$ cat config.mk
export PLATFORM = sky130hd
export DESIGN_NAME = cise_exec_core
export DESIGN_NICKNAME = d
export VERILOG_FILES = /design/src/cise_pkg.sv /design/src/cise_exec_core.sv
export SDC_FILE = /design/constraint.sdc
export NUM_CORES = 1
export LEC_CHECK = 0
export BUFFER_PORTS_ARGS = -buffer_cell sky130_fd_sc_hd__clkbuf_2
export CAP_MARGIN = 20
export CORE_MARGIN = 2
export CORE_UTILIZATION = 49
export DETAILED_ROUTE_END_ITERATION = 12
export PLACE_DENSITY = 0.84
export SLEW_MARGIN = 20
export SYNTH_ARGS = -nofsm -noshare
export SYNTH_HDL_FRONTEND = slang
export SYNTH_SLANG_ARGS = --single-unit
$ cat constraint.sdc
create_clock -name clock -period 2.5 [get_ports clock]
set_input_delay 0 -clock clock [delete_from_list [all_inputs] [get_ports clock]]
set_output_delay 0 -clock clock [all_outputs]
set_load 0.01 [all_outputs]
$ cat src/cise_pkg.sv
// Package with constants and types for the instruction subset executor.
package cise_pkg;

    // ==========================================================================
    // Widths
    // ==========================================================================
    localparam int FILE_ADDR_W = 7;
    localparam int DATA_W      = 8;
    localparam int LIT_W       = 11;
    localparam int PC_W        = 13;
    localparam int LATCH_W     = 5;
    localparam int REG_ADDR_W  = 2;

    // ==========================================================================
    // Values after reset and fixed values
    // ==========================================================================
    localparam logic [DATA_W-1:0] DATA_ZERO      = 8'h00;
    localparam logic [DATA_W-1:0] DATA_ONE       = 8'h01;
    localparam logic [PC_W-1:0]   PC_RESET       = 13'h0000;
    localparam logic              NULL_RESET     = 1'h0;
    localparam logic              EXPIRY_RESET   = 1'h1;
    localparam logic              SLEEP_RESET    = 1'h1;
    localparam logic              ENABLE_RESET   = 1'h1;
    localparam logic              DEST_ACCUM     = 1'h0;
    localparam logic              DEST_FILE      = 1'h1;

    // ==========================================================================
    // Field positions
    // ==========================================================================
    localparam int LATCH_HI_BIT   = 4;
    localparam int LATCH_LO_BIT   = 3;
    localparam int CTRL_EN_BIT    = 0;
    localparam int STAT_NULL_BIT  = 0;
    localparam int STAT_EXP_BIT   = 1;
    localparam int STAT_SLEEP_BIT = 2;
    localparam int STAT_DISC_BIT  = 3;

    // ==========================================================================
    // Register indices on the plain register port
    // ==========================================================================
    localparam logic [REG_ADDR_W-1:0] REG_CTRL   = 2'h0;
    localparam logic [REG_ADDR_W-1:0] REG_STATUS = 2'h1;
    localparam logic [REG_ADDR_W-1:0] REG_ACCUM  = 2'h2;

    // ==========================================================================
    // Operation codes
    // ==========================================================================
    typedef enum logic [3:0] {
        OP_NOP                    = 4'h0,
        OP_WATCHDOG_KICK          = 4'h1,
        OP_INVERT_FILE            = 4'h2,
        OP_CLEAR_FILE             = 4'h3,
        OP_DECREMENT_FILE         = 4'h4,
        OP_CLEAR_ACCUMULATOR      = 4'h5,
        OP_DECREMENT_SKIP_IF_NULL = 4'h6,
        OP_JUMP_ABSOLUTE          = 4'h7
    } cise_op_t;

    // ==========================================================================
    // Pipeline states
    // ==========================================================================
    typedef enum logic [1:0] {
        ST_EXEC  = 2'h1,
        ST_FLUSH = 2'h2
    } cise_state_t;

    // ==========================================================================
    // Carriers
    // ==========================================================================
    typedef struct packed {
        logic                   valid;
        cise_op_t               op;
        logic [FILE_ADDR_W-1:0] fileAddr;
        logic                   dest;
        logic [LIT_W-1:0]       literal;
    } cise_instr_t;

    typedef struct packed {
        logic                   en;
        logic [FILE_ADDR_W-1:0] addr;
        logic [DATA_W-1:0]      data;
    } cise_file_wr_t;

endpackage : cise_pkg

$ cat src/cise_exec_core.sv
// Execution unit for the watchdog, clear, complement, decrement and jump instructions.
//
// Chosen here: the plain strobed port and the address map.
`timescale 1ns/1ps

// Notes on behaviour
// - Watchdog kick zeroes the watchdog counter and its prescaler; no operands.
// - Watchdog kick sets the expiry flag and the sleep-entry flag to one.
// - File operands are 7-bit addresses; destination 0 is accumulator, 1 is file.
// - Invert-file complements the file register to destination and updates null flag.
// - Clear-file writes 00h to the file register and sets the null flag.
// - Clear-accumulator loads 00h into the accumulator and sets the null flag.
// - Decrement-file subtracts one to destination and updates the null flag.
// - Decrement-skip subtracts one, keeps flags, and on zero discards the next instruction.
// - Jump loads literal into PC bits 10:0 and latch bits 4:3 into 12:11.
// - Jump takes two cycles because the next fetched instruction is flushed.
module cise_exec_core (
    // Clock and reset
    input  wire logic                              clock,
    input  wire logic                              rst,
    // Instruction from the fetch stage
    input  wire cise_pkg::cise_instr_t             instrIn,
    // File register read data for instrIn.fileAddr
    input  wire logic [cise_pkg::DATA_W-1:0]       fileRdData,
    // Upper jump latch and status events
    input  wire logic [cise_pkg::LATCH_W-1:0]      upperJumpLatch,
    input  wire logic                              watchdogTimeout,
    input  wire logic                              sleepEnter,
    // Register port
    input  wire logic [cise_pkg::REG_ADDR_W-1:0]   regAddr,
    input  wire logic [cise_pkg::DATA_W-1:0]       regWrData,
    input  wire logic                              regWr,
    input  wire logic                              regRd,
    output logic      [cise_pkg::DATA_W-1:0]       regRdData,
    // Datapath results
    output cise_pkg::cise_file_wr_t                fileWr,
    output logic      [cise_pkg::DATA_W-1:0]       accumulator,
    output logic                                   nullFlag,
    output logic                                   watchdogExpiryFlag,
    output logic                                   sleepEntryFlag,
    output logic                                   watchdogClear,
    // Program counter and fetch control
    output logic                                   pcLoad,
    output logic      [cise_pkg::PC_W-1:0]         pcValue,
    output logic                                   discardNext
);

    // ==========================================================================
    // Decode
    // ==========================================================================
    cise_pkg::cise_state_t       state;
    cise_pkg::cise_state_t       next_state;
    logic                        ctrlEnable;
    logic                        take;
    logic [cise_pkg::DATA_W-1:0] next_result;
    logic                        resultIsNull;
    logic                        skipTaken;
    logic                        flushReq;

    assign take = instrIn.valid && (state == cise_pkg::ST_EXEC) && ctrlEnable;

    always_comb begin
        case (instrIn.op)
            cise_pkg::OP_INVERT_FILE:            next_result = ~fileRdData;
            cise_pkg::OP_DECREMENT_FILE:         next_result = fileRdData - cise_pkg::DATA_ONE;
            cise_pkg::OP_DECREMENT_SKIP_IF_NULL: next_result = fileRdData - cise_pkg::DATA_ONE;
            default:                             next_result = cise_pkg::DATA_ZERO;
        endcase
    end

    assign resultIsNull = (next_result == cise_pkg::DATA_ZERO);
    assign skipTaken    = take && (instrIn.op == cise_pkg::OP_DECREMENT_SKIP_IF_NULL)
                          && resultIsNull;
    assign flushReq     = skipTaken || (take && (instrIn.op == cise_pkg::OP_JUMP_ABSOLUTE));

    // ==========================================================================
    // Pipeline state
    // ==========================================================================
    always_comb begin
        case (state)
            cise_pkg::ST_EXEC:  next_state = flushReq ? cise_pkg::ST_FLUSH : cise_pkg::ST_EXEC;
            cise_pkg::ST_FLUSH: next_state = cise_pkg::ST_EXEC;
            default:            next_state = cise_pkg::ST_EXEC;
        endcase
    end

    always_ff @(posedge clock) begin
        if (rst) begin
            state       <= cise_pkg::ST_EXEC;
            discardNext <= 1'b0;
        end else begin
            state       <= next_state;
            discardNext <= (next_state == cise_pkg::ST_FLUSH);
        end
    end

    // ==========================================================================
    // Accumulator and file write-back
    // ==========================================================================
    always_ff @(posedge clock) begin
        if (rst) begin
            accumulator <= cise_pkg::DATA_ZERO;
        end else if (take) begin
            case (instrIn.op)
                cise_pkg::OP_CLEAR_ACCUMULATOR: begin
                    accumulator <= cise_pkg::DATA_ZERO;
                end
                cise_pkg::OP_INVERT_FILE,
                cise_pkg::OP_DECREMENT_FILE,
                cise_pkg::OP_DECREMENT_SKIP_IF_NULL: begin
                    if (instrIn.dest == cise_pkg::DEST_ACCUM) begin
                        accumulator <= next_result;
                    end
                end
                default: begin
                    accumulator <= accumulator;
                end
            endcase
        end
    end

    always_ff @(posedge clock) begin
        if (rst) begin
            fileWr <= '0;
        end else begin
            fileWr.en   <= 1'b0;
            fileWr.addr <= instrIn.fileAddr;
            fileWr.data <= next_result;
            if (take) begin
                case (instrIn.op)
                    cise_pkg::OP_CLEAR_FILE: begin
                        fileWr.en   <= 1'b1;
                        fileWr.data <= cise_pkg::DATA_ZERO;
                    end
                    cise_pkg::OP_INVERT_FILE,
                    cise_pkg::OP_DECREMENT_FILE,
                    cise_pkg::OP_DECREMENT_SKIP_IF_NULL: begin
                        fileWr.en <= (instrIn.dest == cise_pkg::DEST_FILE);
                    end
                    default: begin
                        fileWr.en <= 1'b0;
                    end
                endcase
            end
        end
    end

    // ==========================================================================
    // Result-null flag
    // ==========================================================================
    always_ff @(posedge clock) begin
        if (rst) begin
            nullFlag <= cise_pkg::NULL_RESET;
        end else if (take) begin
            case (instrIn.op)
                cise_pkg::OP_CLEAR_FILE,
                cise_pkg::OP_CLEAR_ACCUMULATOR: begin
                    nullFlag <= 1'b1;
                end
                cise_pkg::OP_INVERT_FILE,
                cise_pkg::OP_DECREMENT_FILE: begin
                    nullFlag <= resultIsNull;
                end
                default: begin
                    nullFlag <= nullFlag;
                end
            endcase
        end
    end

    // ==========================================================================
    // Watchdog kick and status flags
    // ==========================================================================
    logic kickNow;

    assign kickNow = take && (instrIn.op == cise_pkg::OP_WATCHDOG_KICK);

    always_ff @(posedge clock) begin
        if (rst) begin
            watchdogClear <= 1'b0;
        end else begin
            watchdogClear <= kickNow;
        end
    end

    // A kick in the same cycle as a timeout or sleep event wins.
    always_ff @(posedge clock) begin
        if (rst) begin
            watchdogExpiryFlag <= cise_pkg::EXPIRY_RESET;
            sleepEntryFlag     <= cise_pkg::SLEEP_RESET;
        end else if (kickNow) begin
            watchdogExpiryFlag <= 1'b1;
            sleepEntryFlag     <= 1'b1;
        end else begin
            if (watchdogTimeout) begin
                watchdogExpiryFlag <= 1'b0;
            end
            if (sleepEnter) begin
                sleepEntryFlag <= 1'b0;
            end
        end
    end

    // ==========================================================================
    // Program counter load
    // ==========================================================================
    always_ff @(posedge clock) begin
        if (rst) begin
            pcLoad  <= 1'b0;
            pcValue <= cise_pkg::PC_RESET;
        end else begin
            pcLoad <= take && (instrIn.op == cise_pkg::OP_JUMP_ABSOLUTE);
            if (take && (instrIn.op == cise_pkg::OP_JUMP_ABSOLUTE)) begin
                pcValue <= {upperJumpLatch[cise_pkg::LATCH_HI_BIT:cise_pkg::LATCH_LO_BIT],
                            instrIn.literal};
            end
        end
    end

    // ==========================================================================
    // Register port
    // ==========================================================================
    logic [cise_pkg::DATA_W-1:0] statusWord;

    always_comb begin
        statusWord                          = cise_pkg::DATA_ZERO;
        statusWord[cise_pkg::STAT_NULL_BIT]  = nullFlag;
        statusWord[cise_pkg::STAT_EXP_BIT]   = watchdogExpiryFlag;
        statusWord[cise_pkg::STAT_SLEEP_BIT] = sleepEntryFlag;
        statusWord[cise_pkg::STAT_DISC_BIT]  = discardNext;
    end

    always_ff @(posedge clock) begin
        if (rst) begin
            ctrlEnable <= cise_pkg::ENABLE_RESET;
        end else if (regWr && (regAddr == cise_pkg::REG_CTRL)) begin
            ctrlEnable <= regWrData[cise_pkg::CTRL_EN_BIT];
        end
    end

    always_ff @(posedge clock) begin
        if (rst) begin
            regRdData <= cise_pkg::DATA_ZERO;
        end else if (regRd) begin
            case (regAddr)
                cise_pkg::REG_CTRL: begin
                    regRdData <= {{(cise_pkg::DATA_W-1){1'b0}}, ctrlEnable};
                end
                cise_pkg::REG_STATUS: begin
                    regRdData <= statusWord;
                end
                cise_pkg::REG_ACCUM: begin
                    regRdData <= accumulator;
                end
                default: begin
                    regRdData <= cise_pkg::DATA_ZERO;
                end
            endcase
        end else begin
            regRdData <= cise_pkg::DATA_ZERO;
        end
    end

    // ==========================================================================
    // Assertions
    // ==========================================================================
    a_kick_clears_watchdog: assert property (@(posedge clock) disable iff (rst)
        kickNow |=> watchdogClear ##1 (watchdogClear == $past(kickNow)))
        else $error("Watchdog kick did not give a one-cycle clear.");

    a_kick_sets_flags: assert property (@(posedge clock) disable iff (rst)
        kickNow |=> watchdogExpiryFlag && sleepEntryFlag)
        else $error("Watchdog kick did not set both status flags.");

    a_invert_to_file: assert property (@(posedge clock) disable iff (rst)
        take && instrIn.op == cise_pkg::OP_INVERT_FILE && instrIn.dest
        |=> fileWr.en && fileWr.data == ~$past(fileRdData)
            && fileWr.addr == $past(instrIn.fileAddr))
        else $error("Invert-file write-back is wrong.");

    a_clear_file_write: assert property (@(posedge clock) disable iff (rst)
        take && instrIn.op == cise_pkg::OP_CLEAR_FILE
        |=> fileWr.en && fileWr.data == 8'h00 && nullFlag)
        else $error("Clear-file did not write zero and set the null flag.");

    a_clear_accum: assert property (@(posedge clock) disable iff (rst)
        take && instrIn.op == cise_pkg::OP_CLEAR_ACCUMULATOR
        |=> accumulator == 8'h00 && nullFlag && !fileWr.en)
        else $error("Clear-accumulator result is wrong.");

    a_decrement_accum: assert property (@(posedge clock) disable iff (rst)
        take && instrIn.op == cise_pkg::OP_DECREMENT_FILE && !instrIn.dest
        |=> accumulator == $past(fileRdData) - 8'h01 && !fileWr.en)
        else $error("Decrement to accumulator is wrong.");

    a_null_tracks_result: assert property (@(posedge clock) disable iff (rst)
        take && (instrIn.op == cise_pkg::OP_INVERT_FILE
                 || instrIn.op == cise_pkg::OP_DECREMENT_FILE)
        |=> nullFlag == ($past(fileRdData) == (($past(instrIn.op) == cise_pkg::OP_INVERT_FILE)
                                               ? 8'hFF : 8'h01)))
        else $error("Null flag does not follow the result.");

    a_skip_keeps_flags: assert property (@(posedge clock) disable iff (rst)
        take && instrIn.op == cise_pkg::OP_DECREMENT_SKIP_IF_NULL
        |=> nullFlag == $past(nullFlag) && discardNext == ($past(fileRdData) == 8'h01))
        else $error("Decrement-skip changed a flag or skipped wrongly.");

    a_jump_loads_pc: assert property (@(posedge clock) disable iff (rst)
        take && instrIn.op == cise_pkg::OP_JUMP_ABSOLUTE
        |=> pcLoad && pcValue == {$past(upperJumpLatch[4:3]), $past(instrIn.literal)})
        else $error("Jump loaded the wrong program counter.");

    a_jump_flushes_one: assert property (@(posedge clock) disable iff (rst)
        take && instrIn.op == cise_pkg::OP_JUMP_ABSOLUTE
        |=> discardNext ##1 !discardNext && !pcLoad)
        else $error("Jump did not discard exactly one instruction.");

    c_jump_taken: cover property (@(posedge clock) disable iff (rst)
        take && instrIn.op == cise_pkg::OP_JUMP_ABSOLUTE);

    c_skip_taken: cover property (@(posedge clock) disable iff (rst)
        skipTaken ##1 discardNext && instrIn.valid);

    c_kick_vs_timeout: cover property (@(posedge clock) disable iff (rst)
        kickNow && watchdogTimeout);

endmodule : cise_exec_core

==> results of run 1 <==
-- metrics by stage --
step	instances	power, mW	hold WS [ns]
2_1_floorplan	223	1.01	0.0785
3_5_place_dp	359	1.10	0.194
6_report	392	1.71	0.0323
5_1_grt	392	1.78	0.0364
3_3_place_gp	359	1.10	0.183
4_1_cts	392	1.71	0.0198
-- worst max-delay path, stage by stage --
cell and delay (ns):
dlygate4sd3_1 0.53, clkbuf_2 0.15, inv_1 0.10, ha_1 0.26
or3b_2 0.50, o311a_1 0.30, a21oi_1 0.25, a211oi_1 0.11
-- cell families after synthesis --
family,after synthesis,synth area share (%)
buffers and inverters,20,4.06
muxes,15,7.06
adders and majority gates,1,0.588
and+or+nand+nor,81,21.1
xor gates and xnor gates,3,1.24
AOI/OAI and AO/OA,50,16.1
DFF,53,49.9
-- power groups by stage --
stage | Clock (mW) | Combinational (mW) | Sequential, mW
global placement | 0 | 0.194 | 0.902
finish | 0.587 | 0.235 | 0.883
global route | 0.633 | 0.258 | 0.886
detailed placement | 0 | 0.198 | 0.902
floorplan | 0 | 0.101 | 0.912
CTS | 0.598 | 0.230 | 0.882
-- worst min path at each step --
stage | from | endpoint | slack (ns) | depth (start not counted)
2_1_floorplan | fileRdData[0] | fileWr[0] | 0.08 | 1
3_3_place_gp | sleepEnter | sleepEntryFlag | 0.18 | 2
3_5_place_dp | sleepEnter | sleepEntryFlag | 0.19 | 2
4_1_cts | rst | fileWr[8] | 0.02 | 2
5_1_grt | rst | fileWr[8] | 0.04 | 2
6_report | regRd | regRdData[2] | 0.03 | 3
-- layer usage --
metal	up-vias	track usage, %	share of wire, %
met3	16	6.64	6.9
met2	96	42.6	51
met5	-	0	0
li1	1028	-	-
met1	945	28.6	39
met4	0	9.19	3.1
-- cell type report --
class | instances | area [µm²] | area share [%]
multi-input combinational | 150 | 980 | 32.6
sequential | 53 | 1060 | 35.3
timing repair buffer | 122 | 746 | 24.8
clock inverter | 2 | 37.5 | 1.25
clock buffer | 6 | 82.6 | 2.75
tap | 50 | 62.6 | 2.08
inverter | 9 | 33.8 | 1.13
-- timing repair --
action / in CTS / in global routing
hold buffers: 25 / 0
buffers inserted: 0 / 0
endpoints found under the hold margin: 25 / 0
-- sequential cells by signal, summed over array words and instances (netlist names) --
register	flops
watchdogClear	1
discardNext	1
pcValue	13
watchdogExpiryFlag	1
ctrlEnable	1
fileWr	16
nullFlag	1
pcLoad	1
state	1
sleepEntryFlag	1
accumulator	8
regRdData	8
-- synthesized netlist by cell type (2+ instances only) --
| library cell | n | area (µm²) |
|---|---|---|
| dfxtp_1 | 53 | 1060 |
| nor2_1 | 28 | 105 |
| mux2i_1 | 15 | 150 |
| a21oi_1 | 14 | 70.1 |
| nor2b_1 | 14 | 87.6 |
| inv_1 | 9 | 33.8 |
| o21ai_0 | 8 | 40.0 |
| a211oi_1 | 7 | 52.6 |
| clkbuf_1 | 7 | 26.3 |
| and2_1 | 6 | 37.5 |
| a211o_1 | 4 | 35.0 |
| a22oi_1 | 4 | 30.0 |
| nand2_1 | 4 | 15.0 |
| nand3_1 | 4 | 20.0 |
| nor4_1 | 4 | 25.0 |
| buf_2 | 3 | 15.0 |
| nand2b_1 | 3 | 18.8 |
| nand4_1 | 3 | 18.8 |
| nor3_1 | 3 | 15.0 |
| nand4b_1 | 2 | 17.5 |
| nor3b_1 | 2 | 15.0 |
| or3b_2 | 2 | 17.5 |
| xor2_1 | 2 | 17.5 |
==> results.md, run 1 <==
* Final Hold Viols at 0
* Status: finished, final reports clean
* Initial DRC Count at 87
* FF-to-FF Start: discardNext
* Initial antenna violation count at 0
* DR pass1 iterations at 4
* Die area at 4880 µm²
* Syn nets at 277
* Worst Reg-to-Reg Cells at 4
* Clock-pin slew on the worst setup and hold paths at 0.09 ns
* CP Class: primary input to register
* Worst Tran Pin Value at 0.557 ns
* DR vias at 2085
* Layout cells sized above 1 at 32.5%
* Fillers at 298
* Pwr Density at 568 nW/µm²
* DRC Markers at 0
* ANT cells at 0
* Vias in the first global route at 2024
* Tcrit/Tclk final at 80.4%
* Die height at 69.9 µm
* I/O pins at 104
* Arr. time, crit path at 2.19 ns
* Post-route ant nets at 0
* Register bit total from synthesis at 53
* P&R area growth vs syn at 41.2%
* Core Box Area at 4090 µm²
* Root Driver: clkbuf_8
* Die span in x at 69.9 µm
* Sw Ratio at 23.5%
* Commonest non-fill, non-tap cell in the layout: clkbuf_2
* Worst Skew at 0.00796 ns
* Async SR Flop Fraction at 0%
* Crit path from: fileRdData[0]
* Reg power frac at 51.8%
* Most frequent cells in the layout: clkbuf_2, dfxtp_1, nor2_1, dlygate4sd3_1, mux2i_1
* GRT overflow at 0
* Int Power at 1.30 mW
* Seq/Total Area, Yosys at 49.9%
* Post-DP HPWL at 3960 µm
* Layout Nets at 395
* Post-layout worst setup margin at 0.490 ns
* Initial Utilization at 52.1%
* Synth cell types at 45
* Setup WS pre-CTS at 0.689 ns
* Final core utilization at 73.5%
* DR WL/cell at 15.0 µm
* CTS Buffer Depth at 2
* Placed cell area at 2630 µm²
* Clock share of power at 34.4%
* Max_slew headroom at 62.6%
* Worst IR drop on VDD at 0.336 mV
* Fmax at 0.497 GHz
* EDFF count, synth at 0
* Crit. End Element: register
* Gate power share at 13.8%
* Unrepaired setup endpoints after global routing: false
* Vias per cell at 5.32
* Setup TNS at 0 ns
* HP Class: primary input to register
* Pin count of the biggest net entering global routing at 29
* Sw Pwr at 0.401 mW
* R2R Path End: state[0]
* Yosys Warn Count at 0
* Required @ worst endpoint at 2.68 ns
* Finish-stage setup viols at 0
* Sink Count at 53
* Post-route cell area at 3000 µm²
* FF-to-FF setup slack at 0.65 ns
* Gate Count Post-Synth at 223
* Num CTS Buffers at 5
* Top_reg_cell synth: dfxtp_1
* Port buffer count at 93
* Clock latency on the worst-skew pair at 0.30 ns
* Tmin final at 2.01 ns
* Gr usage total at 24.5%
* Critical Path Source Type: primary input
* Crit path capture: accumulator[6]
* Final Max Slew Viols at 0
* CP Max Fanout at 6
* Gpl congestion at 0.857
* Avg Inst Size Synth at 9.54 µm²
* Cts repair resizes at 0
* Final wirelength at 5900 µm
* # rows at 23
* Cell area after synthesis at 2130 µm²
* H-tree Lvls at 2
* CTS tree: yes
* Total of max-cap violations at 0
* First-pass GRT wire length at 9530 µm
* Leak at 1.46 nW
No activity file was read; power rests on OpenSTA's default activity.
==> run 2: changes to the inputs <==
--- a/config.mk
+++ b/config.mk
@@ -8,9 +8,9 @@
 export BUFFER_PORTS_ARGS = -buffer_cell sky130_fd_sc_hd__clkbuf_2
 export CAP_MARGIN = 20
 export CORE_MARGIN = 2
-export CORE_UTILIZATION = 49
+export CORE_UTILIZATION = 41
 export DETAILED_ROUTE_END_ITERATION = 12
-export PLACE_DENSITY = 0.84
+export PLACE_DENSITY = 0.75
 export SLEW_MARGIN = 20
 export SYNTH_ARGS = -nofsm -noshare
 export SYNTH_HDL_FRONTEND = slang
==> constraint.sdc (replaced) <==
create_clock -name clock -period 1.7 [get_ports clock]
set_input_delay 0 -clock clock [delete_from_list [all_inputs] [get_ports clock]]
set_output_delay 0 -clock clock [all_outputs]
set_load 0.01 [all_outputs]
==> results.md, run 2 (same netlist as run 1, synthesis figures left out) <==
* P&R area growth vs syn at 45.5% (was 41.2%)
* Initial antenna violation count at 0 (unchanged)
* Layout cells sized above 1 at 34.3% (was 32.5%)
* DRC Markers at 0 (unchanged)
* I/O pins at 104 (unchanged)
* Setup TNS at 0 ns (unchanged)
* Final Hold Viols at 0 (unchanged)
* Final Max Slew Viols at 0 (unchanged)
* Clock share of power at 34.7% (was 34.4%)
* # rows at 26 (was 23)
* Arr. time, crit path at 1.83 ns (was 2.19 ns)
* CTS tree: yes (unchanged)
* DR vias at 2073 (was 2085)
* Root Driver: clkbuf_8 (unchanged)
* Fmax at 0.607 GHz
* CTS Buffer Depth at 2 (unchanged)
* Critical Path Source Type: primary input (unchanged)
* Worst Tran Pin Value at 0.360 ns (was 0.557 ns)
* Tmin final at 1.65 ns
* Pwr Density at 819 nW/µm² (was 568 nW/µm²)
* HP Class: primary input to register (unchanged)
* Sw Pwr at 0.601 mW (was 0.401 mW)
* Most frequent cells in the layout: clkbuf_2, dfxtp_1, nor2_1, dlygate4sd3_1, mux2i_1 (unchanged)
* Port buffer count at 93 (unchanged)
* Leak at 1.50 nW (was 1.46 nW)
* Fillers at 432 (was 298)
* Core Box Area at 5040 µm² (was 4090 µm²)
* Worst Skew at 0.00950 ns (was 0.00796 ns)
* Die height at 76.0 µm (was 69.9 µm)
* Commonest non-fill, non-tap cell in the layout: clkbuf_2 (unchanged)
* Post-DP HPWL at 4080 µm (was 3960 µm)
* Layout Nets at 403 (was 395)
* Clock-pin slew on the worst setup and hold paths at 0.10 ns (was 0.09 ns)
* Sink Count at 53 (unchanged)
* Gpl congestion at 0.916 (was 0.857)
* Setup Fix Bufs, Post-CTS at 0 (unchanged)
* Finish-stage setup viols at 0 (unchanged)
* First-pass GRT wire length at 9180 µm (was 9530 µm)
* Total of max-cap violations at 0 (unchanged)
* Reg power frac at 51.2% (was 51.8%)
* Tcrit/Tclk final at 96.9%
* DR WL/cell at 13.4 µm (was 15.0 µm)
* Largest Register: fileWr (unchanged)
* Hold_ws at 0.0146 ns (was 0.0323 ns)
* Storage cell area at 1060 µm² (unchanged)
* Crit path cell chain: dlygate4sd3_1 > clkbuf_2 > and4bb_2 > and2_1 > nand2b_1 > or4_1 (was dlygate4sd3_1 > clkbuf_2 > inv_1 > ha_1 > or3b_2 > o311a_1 > a21oi_1 > a211oi_1)
* CP Class: primary input to register (unchanged)
* Die span in x at 76.0 µm (was 69.9 µm)
* Clock latency on the worst-skew pair at 0.31 ns (was 0.30 ns)
* Unrepaired setup endpoints after global routing: false (unchanged)
* Vias in the first global route at 1946 (was 2024)
* Max reg flops at 16 (unchanged)
* GRT overflow at 0 (unchanged)
* CP peak stage delay at 0.53 ns (about the same)
* DR pass1 iterations at 4 (unchanged)
* Pin count of the biggest net entering global routing at 17 (was 29)
* Crit. End Element: register (unchanged)
* Int Power at 1.93 mW (was 1.30 mW)
* Final wirelength at 5640 µm (was 5900 µm)
* Num CTS Buffers at 5 (unchanged)
* Initial Utilization at 42.2% (was 52.1%)
* Regs by FF count: fileWr (16), pcValue (13) (unchanged)
* Max stage delay cell, worst path: dlygate4sd3_1 (unchanged)
* Gate power share at 14.1% (was 13.8%)
* Total power at 2.53 mW (was 1.71 mW)
* H-tree Lvls at 2 (unchanged)
* Gr usage total at 19.6% (was 24.5%)
* Worst IR drop on VDD at 0.322 mV (was 0.336 mV)
* Final core utilization at 61.4% (was 73.5%)
* CP Max Fanout at 7 (was 6)
* ANT cells at 0 (unchanged)
* Status: finished, final reports clean (unchanged)
* Die area at 5780 µm² (was 4880 µm²)
* Initial DRC Count at 76 (was 87)
* Max_slew headroom at 75.9% (was 62.6%)
* Area of the multi-input gates at 986 µm² (was 980 µm²)
* Post-route ant nets at 0 (unchanged)
* Sw Ratio at 23.7% (was 23.5%)
* Required @ worst endpoint at 1.88 ns (was 2.68 ns)
* Vias per cell at 4.94 (was 5.32)
[run 2: cell types whose count changed in the layout (fill, tap and decap cells not counted)]
cell,before,now
buf_4,4,12
and4bb_1,1,0
and4bb_2,0,1
or3b_2,2,1
or3b_4,0,1
or4b_2,1,0
or4b_4,0,1
[run 2: metal layers]
layer / routed length, µm / GRT usage [%]
met1: 2340 / 23.6
met2: 2830 / 33.7
met3: 341 / 4.74
met4: 134 / 8.00
met5: 0 / 0
[run 2: metrics by stage]
stage | cell area (µm²) | instances | setup slack [ns]
after floorplan | 2130 | 223 | 0.182
after detailed placement | 2720 | 387 | -0.00956
after CTS | 3090 | 420 | 0.0285
final | 3090 | 420 | 0.0531
after global routing | 3090 | 420 | 0.0000695
after global placement | 2720 | 387 | 0.0435
[run 2: final cells by class]
type                       count  area share, %
tap                           70           2.83
inverter                       9           1.09
timing repair buffer         130           26.0
clock inverter                 2           1.21
clock buffer                   6           2.67
multi-input combinational    150           31.9
sequential                    53           34.3
[run 2: power by group through the flow]
stage               logic, mW  clock network [mW]  registers, mW
floorplan               0.148                   0           1.34
global placement        0.303                   0           1.33
CTS                     0.353               0.895           1.30
finish                  0.357               0.879           1.30
detailed placement      0.306                   0           1.33
global route            0.394               0.948           1.30
[run 2: timing repair]
action / in CTS / in global routing
hold endpoints to repair: 25 / 0
hold buffers: 25 / 0
endpoints found under the setup margin: 0 / 2
gates resized for setup: 0 / 3
[run 2: critical path, delay by kind of cell]
family                 cells  cell delay, ns
and+or+nand+nor            4            1.13
buffers and inverters      2            0.70
[run 2: worst paths after layout]
kind / start / endpoint / slack (ns) / cells after the start
setup / recovery: instrIn[22] / state[0] / 0.05 / 6
setup reg to reg: discardNext / state[0] / 0.12 / 4
hold reg to reg: watchdogExpiryFlag / watchdogExpiryFlag / 0.49 / 2
hold / removal: regRd / regRdData[0] / 0.01 / 3
==> run 3: changes to the inputs <==
--- a/config.mk
+++ b/config.mk
@@ -7,6 +7,7 @@
 export LEC_CHECK = 0
 export BUFFER_PORTS_ARGS = -buffer_cell sky130_fd_sc_hd__clkbuf_2
 export CAP_MARGIN = 20
+export CORE_ASPECT_RATIO = 1.5
 export CORE_MARGIN = 2
 export CORE_UTILIZATION = 41
 export DETAILED_ROUTE_END_ITERATION = 12
==> results.md, run 3 (same netlist as run 1, synthesis figures left out) <==
* HP Class: primary input to register (unchanged)
* Max_slew headroom at 74.7% (was 75.9%)
* Fin cells at 422 (was 420)
* Setup WS pre-CTS at -0.0376 ns (was -0.00956 ns)
* Post-DP HPWL at 4220 µm (was 4080 µm)
* CP peak stage delay at 0.46 ns (was 0.53 ns)
* Critical Path Source Type: register (was primary input)
* Max stage delay cell, worst path: or4_1 (was dlygate4sd3_1)
* Setup TNS at 0 ns (unchanged)
* Buffers & Inverters on Critical Path at 0 (was 2)
* DR vias at 2126 (was 2073)
* P&R area growth vs syn at 46.7% (was 45.5%)
* Initial antenna violation count at 0 (unchanged)
* Total of max-cap violations at 0 (unchanged)
* Post-route ant nets at 0 (unchanged)
* Worst IR drop on VDD at 0.383 mV (was 0.322 mV)
* Commonest non-fill, non-tap cell in the layout: clkbuf_2 (unchanged)
* Initial Utilization at 41.8% (was 42.2%)
* R2R Path End: state[0] (unchanged)
* Clock latency on the worst-skew pair at 0.30 ns (was 0.31 ns)
* # rows at 32 (was 26)
* I/O pins at 104 (unchanged)
* Post-layout worst setup margin at 0.159 ns (was 0.0531 ns)
* DR WL/cell at 14.1 µm (was 13.4 µm)
* FF-to-FF Start: discardNext (unchanged)
* Unrepaired setup endpoints after global routing: false (unchanged)
* ANT cells at 0 (unchanged)
* CP top delay family: simple AND/OR/NAND/NOR gates (unchanged)
* Sink Count at 53 (unchanged)
* Worst Tran Pin Value at 0.376 ns (was 0.360 ns)
* Placed Cells at 389 (was 387)
* Die height at 92.2 µm (was 76.0 µm)
* Num CTS Buffers at 5 (unchanged)
* Hold Startpoint: regRd (unchanged)
* CTS Buffer Depth at 2 (unchanged)
* Tcrit/Tclk final at 90.7% (was 96.9%)
* Die span in x at 62.8 µm (was 76.0 µm)
* Layout Nets at 407 (was 403)
* Finish-stage setup viols at 0 (unchanged)
* Final wirelength at 5940 µm (was 5640 µm)
* Hold_ws at 0.0359 ns (was 0.0146 ns)
* Vias per cell at 5.04 (was 4.94)
* Required @ worst endpoint at 1.88 ns (about the same)
* Gpl congestion at 0.960 (was 0.916)
* Fillers at 448 (was 432)
* Pin count of the biggest net entering global routing at 18 (was 17)
* CP Max Fanout at 6 (was 7)
* Die area at 5790 µm² (was 5780 µm²)
* Largest Register: fileWr (unchanged)
* CTS tree: yes (unchanged)
* CP Class: register to register (was primary input to register)
* Worst Reg-to-Reg Cells at 4 (unchanged)
* Max reg flops at 16 (unchanged)
* Leak at 1.53 nW (was 1.50 nW)
* Core Box Area at 5080 µm² (was 5040 µm²)
* Placed cell area at 2760 µm² (was 2720 µm²)
* Fmax at 0.649 GHz (was 0.607 GHz)
* Root Driver: clkbuf_8 (unchanged)
* Hold path cells at 3 (unchanged)
* Final Hold Viols at 0 (unchanged)
* DRC Markers at 0 (unchanged)
* Arr. time, crit path at 1.72 ns (was 1.83 ns)
* Pwr Density at 806 nW/µm² (was 819 nW/µm²)
* Hold endpoint: regRdData[1] (was regRdData[0])
* Area of the multi-input gates at 980 µm² (was 986 µm²)
* Port buffer count at 93 (unchanged)
* Gr usage total at 21.1% (was 19.6%)
* Vias in the first global route at 2147 (was 1946)
* DR pass1 iterations at 4 (unchanged)
* Post-route cell area at 3120 µm² (was 3090 µm²)
* Crit path cell chain: and4bb_1 > and2_1 > nand2b_1 > or4_1 (was dlygate4sd3_1 > clkbuf_2 > and4bb_2 > and2_1 > nand2b_1 > or4_1)
* Worst Skew at 0.00481 ns (was 0.00950 ns)
* Status: finished, final reports clean (unchanged)
* Storage cell area at 1060 µm² (unchanged)
* Layout cells sized above 1 at 34.7% (was 34.3%)
* Cts repair resizes at 0 (unchanged)
* GRT overflow at 0 (unchanged)
* Tmin final at 1.54 ns (was 1.65 ns)
* First-pass GRT wire length at 9750 µm (was 9180 µm)
* FF-to-FF setup slack at 0.16 ns (was 0.12 ns)
* Regs by FF count: fileWr (16), pcValue (13) (unchanged)
* Most frequent cells in the layout: clkbuf_2, dfxtp_1, nor2_1, dlygate4sd3_1 (was clkbuf_2, dfxtp_1, nor2_1, dlygate4sd3_1, mux2i_1)
* Final Max Slew Viols at 0 (unchanged)
* H-tree Lvls at 2 (unchanged)
* Clock-pin slew on the worst setup and hold paths at 0.09 ns (was 0.10 ns)
* Crit. End Element: register (unchanged)
* Initial DRC Count at 65 (was 76)
## run 3: layout make-up
type / count / share of cell area (%)
clock buffers: 5 / 2.21
clock inverters: 3 / 1.40
inverters: 9 / 1.08
multi-input cells: 150 / 31.4
flip-flops and latches: 53 / 34.0
well taps: 68 / 2.73
repair buffers: 134 / 27.2
## run 3: worst max-delay path by stage
stage / from / endpoint / depth (start not counted)
6_report: discardNext / state[0] / 4
5_1_grt: discardNext / state[0] / 4
4_1_cts: discardNext / state[0] / 4
3_5_place_dp: fileRdData[0] / accumulator[6] / 7
3_3_place_gp: fileRdData[0] / accumulator[6] / 7
2_1_floorplan: discardNext / pcValue[4] / 5
## run 3: where the power goes
| group | switching, mW | leakage (nW) | total, mW | internal [mW] |
|---|---|---|---|---|
| registers | 0.0194 | 0.432 | 1.30 | 1.28 |
| clock network | 0.408 | 0.0585 | 0.850 | 0.442 |
| logic | 0.185 | 1.04 | 0.368 | 0.183 |
## run 3: metrics by stage
step / power [mW] / utilization, %
2_1_floorplan: 1.49 / -
3_3_place_gp: 1.64 / 54.2
3_5_place_dp: 1.64 / 54.2
4_1_cts: 2.53 / 61.4
5_1_grt: 2.62 / 61.4
6_report: 2.52 / 61.4
## run 3: worst min-delay path: stages
cell	delay, ns
clkbuf_2	0.08
nand2b_1	0.15
nor2_1	0.07
## run 3: metal layers
layer  vias up  global-route usage (%)  wire [µm]  share of wire, %
met4         0                    5.19         73               1.2
met2        67                    42.4       3320                56
li1       1053                       -          -                 -
met5         -                       0          0                 0
met3         7                    4.91        290               4.9
met1       999                    21.4       2270                38
## run 3: timing repair
action	in CTS	in global routing
hold buffers	25	0
buffers inserted	0	0
hold endpoints to repair	25	0
